==> config.mk <==
export PLATFORM = sky130hd
export DESIGN_NAME = ssf_status_fault
export DESIGN_NICKNAME = d
export VERILOG_FILES = /design/src/design/ssf_pkg.sv /design/src/design/ssf_count_if.sv /design/src/design/ssf_sync.sv /design/src/design/ssf_pos_counter.sv /design/src/design/ssf_status_fault.sv
export SDC_FILE = /design/constraint.sdc
export NUM_CORES = 1
export LEC_CHECK = 0
export ABC_AREA = 1
export BUFFER_PORTS_ARGS = -buffer_cell sky130_fd_sc_hd__buf_2
export CORE_ASPECT_RATIO = 0.7
export CORE_MARGIN = 5
export CORE_UTILIZATION = 60
export CTS_CLUSTER_SIZE = 20
export DETAILED_ROUTE_END_ITERATION = 8
export PLACE_DENSITY = 0.78
export SYNTH_ARGS = -nofsm -noshare
export SYNTH_HDL_FRONTEND = slang
export SYNTH_SLANG_ARGS = --single-unit
==> constraint.sdc <==
create_clock -name clock -period 38.2 [get_ports clock]
set_clock_uncertainty 0.05 [all_clocks]
set_input_delay 0 -clock clock [delete_from_list [all_inputs] [get_ports clock]]
set_output_delay 0 -clock clock [all_outputs]
set_load 0.01 [all_outputs]
==> src/design/ssf_pkg.sv <==
// Shared constants, types and word encoding for the status/fault block.
// Assumes a single 10 MHz clock domain and 16-bit network data words.
package ssf_pkg;

  localparam int unsigned CLOCK_HZ    = 10_000_000;
  localparam int unsigned SYNC_STAGES = 2;

  // Network register numbers of the command block.
  localparam logic [15:0] CMD_UPPER_ADDR = 16'h0400;
  localparam logic [15:0] CMD_LOWER_ADDR = 16'h0401;
  localparam logic [15:0] CMD_LAST_ADDR  = 16'h0409;

  // Command word bit positions.
  localparam int unsigned CMD_RESET_ERRORS_BIT = 10;
  localparam int unsigned CMD_CLEAR_FAULT_BIT  = 10;
  localparam int unsigned CMD_ENABLE_BIT       = 15;

  // Second status word bit positions.
  localparam int unsigned STS_ENABLE_BIT = 15;
  localparam int unsigned STS_FAULT_BIT  = 7;
  localparam int unsigned STS_IN3_BIT    = 2;
  localparam int unsigned STS_IN1_BIT    = 0;

  localparam logic [15:0] STATUS_RESET = 16'h0000;
  localparam logic [15:0] CMD_RESET    = 16'h0000;

  // Position limits and the multi-word scale.
  localparam logic signed [31:0] POS_MIN   = -32'sd32768000;
  localparam logic signed [31:0] POS_MAX   = 32'sd32767999;
  localparam logic signed [31:0] POS_SCALE = 32'sd1000;
  localparam logic signed [31:0] POS_ZERO  = 32'sd0;
  localparam logic signed [15:0] WORD_ZERO = 16'sd0;

  typedef enum logic [1:0] {
    IN3_GENERAL      = 2'h0,
    IN3_CAPTURE      = 2'h1,
    IN3_STOP_CAPTURE = 2'h3,
    IN3_OTHER        = 2'h2
  } ssf_in3_func_t;

  // Upper word is the quotient by the scale; truncation toward zero makes it 0 from -999 to 999.
  function automatic logic signed [15:0] word_upper(
    input logic signed [31:0] v
  );
    logic signed [31:0] q;
    q = v / POS_SCALE;
    return q[15:0];
  endfunction

  // Lower word is the signed remainder, never positive for a negative value.
  function automatic logic signed [15:0] word_lower(
    input logic signed [31:0] v
  );
    logic signed [31:0] r;
    r = v % POS_SCALE;
    return r[15:0];
  endfunction

endpackage

==> src/design/ssf_count_if.sv <==
// Carrier between the status block and a position counter.
// Assumes both ends run on the same clock.
`timescale 1ns/1ps
interface ssf_count_if;
  logic               up;
  logic               down;
  logic signed [31:0] count;
  logic signed [15:0] upper;
  logic signed [15:0] lower;

  modport src (output up, down, input count, upper, lower);
  modport cnt (input up, down, output count, upper, lower);
endinterface

==> src/design/ssf_sync.sv <==
// Two-stage synchroniser for a group of asynchronous pins.
// Assumes the pins are quasi-static relative to the clock.
`timescale 1ns/1ps
module ssf_sync #(
  parameter int unsigned WIDTH = 1
) (
  // Clock and reset
  input  wire logic             clock,
  input  wire logic             reset_n,
  // Pins and synchronised levels
  input  wire logic [WIDTH-1:0] pin,
  output logic      [WIDTH-1:0] level
);
  logic [WIDTH-1:0] meta_reg;

  always_ff @(posedge clock)
  begin
    if (!reset_n)
    begin
      meta_reg <= '0;
      level    <= '0;
    end
    else
    begin
      meta_reg <= pin;
      level    <= meta_reg;
    end
  end
endmodule

==> src/design/ssf_pos_counter.sv <==
// Saturating signed position counter with multi-word encoded outputs.
// Assumes up and down come from logic on the same clock.
`timescale 1ns/1ps
module ssf_pos_counter #(
  parameter logic signed [31:0] MIN = ssf_pkg::POS_MIN,
  parameter logic signed [31:0] MAX = ssf_pkg::POS_MAX
) (
  // Clock and reset
  input wire logic clock,
  input wire logic reset_n,
  // Count carrier
  ssf_count_if.cnt cif
);
  logic signed [31:0] count_next;
  wire at_max = (cif.count >= MAX);
  wire at_min = (cif.count <= MIN);
  wire inc    = cif.up && !cif.down && !at_max;
  wire dec    = cif.down && !cif.up && !at_min;

  assign count_next = inc ? cif.count + 32'sd1 :
                      dec ? cif.count - 32'sd1 : cif.count;

  always_ff @(posedge clock)
  begin
    if (!reset_n)
    begin
      cif.count <= ssf_pkg::POS_ZERO;
      cif.upper <= ssf_pkg::WORD_ZERO;
      cif.lower <= ssf_pkg::WORD_ZERO;
    end
    else
    begin
      cif.count <= count_next;
      cif.upper <= ssf_pkg::word_upper(count_next);
      cif.lower <= ssf_pkg::word_lower(count_next);
    end
  end

  a_count_in_range: assert property
    (@(posedge clock) disable iff (!reset_n)
    (cif.count >= MIN) && (cif.count <= MAX))
    else $error("position count left its range");
  a_count_saturates: assert property
    (@(posedge clock) disable iff (!reset_n)
    (cif.count == MAX) && cif.up && !cif.down |=> cif.count == MAX)
    else $error("position count passed its upper limit");
  a_words_negative: assert property
    (@(posedge clock) disable iff (!reset_n)
    (count_next < 0) && (count_next <= -ssf_pkg::POS_SCALE) |=>
    (cif.upper < 0) && (cif.lower <= 0))
    else $error("negative value sent with a positive word");
  c_count_limit: cover property (@(posedge clock) disable iff (!reset_n)
    cif.count == MAX);
endmodule

==> src/design/ssf_status_fault.sv <==
// Second status word, three position reports and driver-fault clearing.
// Assumes command words arrive as single register writes on the clock,
// and the block is committed by the write to its last register.
`timescale 1ns/1ps
module ssf_status_fault (
  // Clock and reset
  input  wire logic        clock,
  input  wire logic        reset_n,
  // Network register writes
  input  wire logic        reg_wr,
  input  wire logic [15:0] reg_addr,
  input  wire logic [15:0] reg_wdata,
  // Pins
  input  wire logic [2:0]  in_pin,
  input  wire logic        overtemp_pin,
  input  wire logic        short_pin,
  input  wire logic        interlock_missing_pin,
  // Motion logic and configuration
  input  wire logic        step_pulse,
  input  wire logic        step_dir,
  input  wire logic [2:0]  cfg_active_level,
  input  wire logic        cfg_encoder_mode,
  input  wire logic [1:0]  cfg_in3_function,
  input  wire logic        cmd_error_event,
  // Reports
  output logic [15:0]      second_status_word,
  output logic [15:0]      step_pos_upper,
  output logic [15:0]      step_pos_lower,
  output logic [15:0]      enc_pos_upper,
  output logic [15:0]      enc_pos_lower,
  output logic [15:0]      cap_pos_upper,
  output logic [15:0]      cap_pos_lower,
  output logic             command_error,
  output logic             motor_current_on
);
  logic [2:0]  in_level;
  logic [2:0]  fault_level;
  logic [15:0] upper_reg;
  logic [15:0] lower_reg;
  logic        enable_reg;
  logic        fault_reg;
  logic        suppress_reg;
  logic [1:0]  settle_reg;
  logic [1:0]  quad_prev_reg;
  logic        in3_active_reg;
  logic        cmd_err_reg;
  logic [15:0] status_next;

  ssf_count_if step_if ();
  ssf_count_if enc_if ();

  ssf_sync #(.WIDTH(3)) u_in_sync (
    .clock   (clock),
    .reset_n (reset_n),
    .pin     (in_pin),
    .level   (in_level)
  );

  ssf_sync #(.WIDTH(3)) u_fault_sync (
    .clock   (clock),
    .reset_n (reset_n),
    .pin     ({interlock_missing_pin, short_pin, overtemp_pin}),
    .level   (fault_level)
  );

  ssf_pos_counter u_step_cnt (
    .clock   (clock),
    .reset_n (reset_n),
    .cif     (step_if)
  );

  ssf_pos_counter u_enc_cnt (
    .clock   (clock),
    .reset_n (reset_n),
    .cif     (enc_if)
  );

  // Command block decode; words 1026 to 1032 are not stored at all.
  wire wr_upper   = reg_wr && (reg_addr == ssf_pkg::CMD_UPPER_ADDR);
  wire wr_lower   = reg_wr && (reg_addr == ssf_pkg::CMD_LOWER_ADDR);
  wire commit     = reg_wr && (reg_addr == ssf_pkg::CMD_LAST_ADDR);
  wire err_reset  = commit && upper_reg[ssf_pkg::CMD_RESET_ERRORS_BIT];
  wire fault_clr  = err_reset && lower_reg[ssf_pkg::CMD_CLEAR_FAULT_BIT];

  // Input activity and reported flags.
  wire [2:0] in_active = ~(in_level ^ cfg_active_level);
  wire [2:0] in_flags  = {in_active[2], cfg_encoder_mode ?
                          cfg_active_level[1:0] : in_active[1:0]};

  // Quadrature decode on inputs 1 and 2.
  wire [1:0] quad      = in_level[1:0];
  wire       quad_move = (quad[0] ^ quad_prev_reg[0]) ^
                         (quad[1] ^ quad_prev_reg[1]);
  wire       quad_dir  = quad_prev_reg[0] ^ quad[1];
  assign enc_if.up    = cfg_encoder_mode && quad_move && quad_dir;
  assign enc_if.down  = cfg_encoder_mode && quad_move && !quad_dir;

  // Step pulses issued by the motion logic.
  assign step_if.up   = step_pulse && step_dir;
  assign step_if.down = step_pulse && !step_dir;

  // Capture on input 3 activation in a capture function.
  wire in3_func_cap = (cfg_in3_function == ssf_pkg::IN3_CAPTURE) ||
                      (cfg_in3_function == ssf_pkg::IN3_STOP_CAPTURE);
  wire capture      = in3_func_cap && in_active[2] && !in3_active_reg;

  // Power-stage fault detection; a missing jumper at start-up is masked.
  wire settled      = (settle_reg == 2'(ssf_pkg::SYNC_STAGES));
  wire jumper_fault = fault_level[2] && !suppress_reg;
  wire fault_cond   = fault_level[0] || fault_level[1] || jumper_fault;
  wire fault_set    = settled && enable_reg && fault_cond;
  wire fault_shown  = fault_reg && enable_reg;

  always_comb
  begin
    status_next = ssf_pkg::STATUS_RESET;
    status_next[ssf_pkg::STS_ENABLE_BIT] = enable_reg;
    status_next[ssf_pkg::STS_FAULT_BIT]  = fault_shown;
    status_next[ssf_pkg::STS_IN3_BIT:ssf_pkg::STS_IN1_BIT] = in_flags;
  end

  always_ff @(posedge clock)
  begin
    if (!reset_n)
    begin
      upper_reg <= ssf_pkg::CMD_RESET;
      lower_reg <= ssf_pkg::CMD_RESET;
    end
    else
    begin
      if (wr_upper)
        upper_reg <= reg_wdata;
      if (wr_lower)
        lower_reg <= reg_wdata;
    end
  end

  // Enable follows each committed block; set wins over clear for flags.
  always_ff @(posedge clock)
  begin
    if (!reset_n)
    begin
      enable_reg  <= 1'b0;
      fault_reg   <= 1'b0;
      cmd_err_reg <= 1'b0;
    end
    else
    begin
      if (commit)
        enable_reg <= lower_reg[ssf_pkg::CMD_ENABLE_BIT];
      fault_reg   <= fault_set || (fault_reg && !fault_clr);
      cmd_err_reg <= cmd_error_event || (cmd_err_reg && !err_reset);
    end
  end

  always_ff @(posedge clock)
  begin
    if (!reset_n)
    begin
      settle_reg   <= 2'h0;
      suppress_reg <= 1'b1;
    end
    else
    begin
      if (!settled)
        settle_reg <= settle_reg + 2'h1;
      if (settled && !fault_level[2])
        suppress_reg <= 1'b0;
    end
  end

  always_ff @(posedge clock)
  begin
    if (!reset_n)
    begin
      quad_prev_reg  <= 2'h0;
      in3_active_reg <= 1'b0;
      cap_pos_upper  <= 16'h0000;
      cap_pos_lower  <= 16'h0000;
    end
    else
    begin
      quad_prev_reg  <= quad;
      in3_active_reg <= in_active[2];
      if (capture)
      begin
        cap_pos_upper <= ssf_pkg::word_upper(enc_if.count);
        cap_pos_lower <= ssf_pkg::word_lower(enc_if.count);
      end
    end
  end

  always_ff @(posedge clock)
  begin
    if (!reset_n)
    begin
      second_status_word <= ssf_pkg::STATUS_RESET;
      command_error      <= 1'b0;
      motor_current_on   <= 1'b0;
    end
    else
    begin
      second_status_word <= status_next;
      command_error      <= cmd_err_reg;
      motor_current_on   <= enable_reg && !fault_reg && !fault_set;
    end
  end

  assign step_pos_upper = step_if.upper;
  assign step_pos_lower = step_if.lower;
  assign enc_pos_upper  = enc_if.upper;
  assign enc_pos_lower  = enc_if.lower;

  a_flags_live: assert property
    (@(posedge clock) disable iff (!reset_n)
    !cfg_encoder_mode |=> second_status_word[2:0] == $past(in_active))
    else $error("input flags do not follow input activity");
  a_flags_encoder: assert property
    (@(posedge clock) disable iff (!reset_n)
    cfg_encoder_mode |=>
    second_status_word[1:0] == $past(cfg_active_level[1:0]))
    else $error("encoder mode flags not the active-level settings");
  a_in3_live: assert property
    (@(posedge clock) disable iff (!reset_n)
    cfg_encoder_mode |=> second_status_word[2] == $past(in_active[2]))
    else $error("input 3 flag not live in encoder mode");
  a_capture_value: assert property
    (@(posedge clock) disable iff (!reset_n)
    capture |=> cap_pos_upper == ssf_pkg::word_upper($past(enc_if.count))
            && cap_pos_lower == ssf_pkg::word_lower($past(enc_if.count)))
    else $error("captured words do not match encoder count");
  a_capture_gated: assert property
    (@(posedge clock) disable iff (!reset_n)
    !in3_func_cap |=> $stable(cap_pos_upper) && $stable(cap_pos_lower))
    else $error("capture taken outside a capture function");
  a_enc_idle: assert property
    (@(posedge clock) disable iff (!reset_n)
    !cfg_encoder_mode |=> $stable(enc_if.count))
    else $error("encoder count moved outside encoder mode");
  a_step_track: assert property
    (@(posedge clock) disable iff (!reset_n)
    step_pulse && step_dir && (step_if.count < ssf_pkg::POS_MAX) |=>
    step_if.count == $past(step_if.count) + 32'sd1)
    else $error("issued step not counted");
  a_fault_sets: assert property
    (@(posedge clock) disable iff (!reset_n)
    fault_set |-> ##2
    second_status_word[ssf_pkg::STS_FAULT_BIT] || !enable_reg)
    else $error("fault flag not raised after a fault");
  a_fault_clears: assert property
    (@(posedge clock) disable iff (!reset_n)
    fault_clr && !fault_set |-> ##2
    !second_status_word[ssf_pkg::STS_FAULT_BIT])
    else $error("clear block did not clear the fault flag");
  a_fault_enabled: assert property
    (@(posedge clock) disable iff (!reset_n)
    second_status_word[ssf_pkg::STS_FAULT_BIT] |->
    second_status_word[ssf_pkg::STS_ENABLE_BIT])
    else $error("fault flag shown while stage disabled");
  a_unused_words: assert property
    (@(posedge clock) disable iff (!reset_n)
    reg_wr && (reg_addr > ssf_pkg::CMD_LOWER_ADDR) &&
    (reg_addr < ssf_pkg::CMD_LAST_ADDR) |=>
    $stable(upper_reg) && $stable(lower_reg) && $stable(enable_reg))
    else $error("unused command word changed the block");
  a_enable_follow: assert property
    (@(posedge clock) disable iff (!reset_n)
    commit |=> enable_reg == $past(lower_reg[ssf_pkg::CMD_ENABLE_BIT])
    ##1 !motor_current_on || enable_reg)
    else $error("enable does not follow committed block");
  a_current_off: assert property
    (@(posedge clock) disable iff (!reset_n)
    fault_reg || !enable_reg |=> !motor_current_on)
    else $error("motor current on with a fault or a disabled stage");
  a_boot_mask: assert property
    (@(posedge clock) disable iff (!reset_n)
    suppress_reg && !fault_level[0] && !fault_level[1] |-> !fault_set)
    else $error("missing jumper at start-up raised a fault");
  a_err_reset: assert property
    (@(posedge clock) disable iff (!reset_n)
    err_reset && !cmd_error_event |-> ##2 !command_error)
    else $error("error reset did not clear command error");

  c_fault_cleared: cover property (@(posedge clock) disable iff (!reset_n)
    fault_reg ##1 fault_clr ##1 !fault_reg);
  c_capture: cover property (@(posedge clock) disable iff (!reset_n)
    capture && (enc_if.count < 0));
  c_reenable: cover property (@(posedge clock) disable iff (!reset_n)
    fault_clr ##[1:20] (commit && lower_reg[ssf_pkg::CMD_ENABLE_BIT]));
  c_jumper_fault: cover property (@(posedge clock) disable iff (!reset_n)
    fault_set && fault_level[2] && !fault_level[0] && !fault_level[1]);
endmodule

==> run summary <==
The global-route usage over all layers is 0.289. The library cell used most frequently in the layout, excluding fill and tap cells, is nand2_1. Dividing the synthesized area by the synthesized cell count gives 6.09 sq um. Dividing the detail-routed wire length by the instance count gives 14.3 um. The clock latency at the later pin of the worst-skew pair came out at 510 ps.

The startpoint of the most critical hold path is cfg_encoder_mode. The H-tree was split into 4 levels. The worst-margin pin slew is 913 ps. The path class of the tightest hold or removal check is primary input to register. The placer congestion estimate came out at 0.984. The top cell types in the final layout, fill and taps aside, are nand2_1, inv_1, nor2_1. The number of cell instances on the worst register-to-register path came out at 135. The final routed DRC violation total came out at 0. The largest net degree at the start of global routing is 73. The number of endpoints failing setup at the final stage is 0.

In this run the critical register-to-register path is launched from u_step_cnt.cif.lower[0]. For hold timing, the worst endpoint is u_enc_cnt.cif.count[14]. The final hold violation count is 0. The run finished with clean final reports.

The die covers 0.0612 sq mm. For this design, the slowest cell found on the critical path is clkinv_2. The clock edge transition at the registers on the reported setup and hold paths is 90 ps. The synthesized design contains 0 enable-type register cells. Clock tree synthesis found a total of 187 sinks. 164 I/O pins were placed. The final critical delay including setup and external delays came out at 18,410 ps. The data arrival time of the critical path is 18,740 ps. In the final design database the tool counted 5,679 nets.

The max-slew violation count is 0. Counting along the longest clock path gives a buffer depth of 2. In this run the clock root is driven by a clkbuf_16. Setup repair after global routing left no endpoint under its margin. The worst hold slack after final layout is 55.6 ps. The share of the synthesized area in the top cell type came out at 0.147. The most critical setup path has its startpoint at u_step_cnt.cif.lower[0]. The setup path with the least slack is of type register to register.

The total iterations of the first detailed-routing run is 6. In the routed layout, each cell is associated on average with a via count of 5.39. Max-cap violations in this run came to 0. Setup total negative slack on the finished layout was measured at 0 ps.

STA classifies the critical path endpoint as a register. The floorplan step set the die width to 294 um. By area the synthesized netlist is led by nand2_1, dfxtp_1, nand2_2, inv_1, nand3_1. For this block, the initial DRC count from the detailed router was 2,881.

In the final layout, the registers with the most flip-flops are u_enc_cnt.cif.count (31), u_step_cnt.cif.count (31). The post-synthesis instance area is 0.0338 sq mm. For this run, the share of the core covered by cells in the final layout is 0.632. Summing over every cut layer, the via total after detailed routing is 34,358. The biggest cell delay along the critical path is 770 ps. The fraction of layout cells with a size suffix above 1 is 0.268. The most used cell along the critical path is nand2_2. The summed area of non-filler cells in the final layout came out at 0.0351 sq mm. Across all register-to-register paths, the minimum setup slack is 19,790 ps. The number of buffers inserted during clock tree synthesis came out at 17. The number of global-route vias before repair is 30,962.

The total cell area at the placement stage came out at 0.0342 sq mm. The total congestion overflow is 0. The count of input and output buffers is 137.

The number of different library cells used by synthesis comes to 84. The highest net fanout along the worst path is 51. The fmax came out at 0.0543 GHz. TritonCTS built the clock tree. The most used flip-flop cell after synthesis is dfxtp_1. The post-DP HPWL came out at 73,600 um. The initial cell density of the core came out at 0.609. In the finished design, the share of the clock period the worst path needs comes to 0.482. The layout overhead on the synthesized area came out at 3.75%. The initial antenna violation count is 2. The largest total area in the synthesized netlist belongs to nand2_1. STA puts the critical path data required time at 38,530 ps. STA classifies the critical path startpoint as a register. The proportion of synthesized chip area in sequential cells came out at 0.111.

The endpoint identified for the worst register-to-register timing path is u_step_cnt.cif.upper[14]. The count of antenna-violating nets left after detailed routing is 0. The initialized floorplan defines 72 standard-cell rows. The count of mapped cells out of synthesis came out at 5,549. The share of synthesized registers carrying an async set or reset came out at 0. The yosys synthesis warning count came out at 0. The placeable core area is 0.0555 sq mm. The die span in y is 209 um.

The worst max-slew margin expressed relative to the limit is 0.387. The hold path depth came out at 5. The first global-routing pass estimated 151,000 um of wire. The routed wire length is 91,400 um. Counting flops and latches in the post-synthesis netlist gives 187.
[how the worst max path moves through the flow]
stage	end	slack, ps	cells after the start
global placement	u_step_cnt.cif.upper[14]	20450	133
floorplan	cap_pos_upper[12]	23970	139
global route	u_step_cnt.cif.upper[14]	18050	127
finish	u_step_cnt.cif.upper[14]	19790	135
CTS	u_step_cnt.cif.upper[14]	20080	129
detailed placement	u_step_cnt.cif.upper[14]	20190	129
[metrics by stage]
stage / std cells / worst slack [ps]
detailed placement: 6312 / 20190
floorplan: 5559 / 23970
global placement: 6312 / 20450
CTS: 6370 / 20080
finish: 6371 / 19790
global route: 6370 / 18050
[what timing repair did]
item / CTS / global route
endpoints found under the hold margin: 44 / 0
buffers inserted: 0 / 0
hold buffers: 26 / 0
gates resized for setup: 0 / 0
[final cells by class]
type	instances	area, sq um
clock buffers	17	425
well taps	740	926
repair buffers	170	1000
flip-flops and latches	187	3740
multi-input cells	4411	25500
diodes	1	2.50
fillers	5332	20400
inverters	830	3220
clock inverters	15	189
[Yosys cell counts (all sizes together) (3+ instances only)]
cell type  number
dfxtp         187
buf            83
nor3b           6
a21boi          8
inv           793
nor2          711
ha             12
o21ai         316
o31ai           5
nand2        1938
o221ai          3
nor4           13
and2           23
o211ai         26
xnor2          14
o21a            8
xor2          225
a21oi         169
nand3b         30
nand4          95
clkinv         36
clkbuf         48
and3            3
a31oi           9
or2            12
nor3           88
a21o            8
nand3         632
o21bai         40
[logic make-up after synthesis]
family | count (synthesis) | synth area share
XOR/XNOR | 239 | 0.0632
AO/OA/AOI/OAI | 598 | 0.115
adder cells (fa/ha/maj) | 12 | 0.00444
flip-flops | 187 | 0.111
AND/OR/NAND/NOR | 3551 | 0.572
buffers and inverters | 961 | 0.135
other | 1 | 0.000111
[critical path, delay by kind of cell (launching register included)]
family	cells	cell delay (ps)
simple gates	102	11770
compound gates	13	3200
buf+inv	18	2060
flops	1	580
fa+ha+maj	2	500
[per-layer routing]
metal  global-route usage  wire [um]  share of wire  up-vias
met5                    0         13        0.00014        -
met1                0.424      44300           0.48    15455
met3               0.0601       7760          0.085      103
li1                     -          -              -    17677
met4               0.0641       1600          0.017        2
met2                0.435      37700           0.41     1121
Power is not shown: default switching activity piles up to over one toggle a cycle in this logic, so the estimate is an artifact.
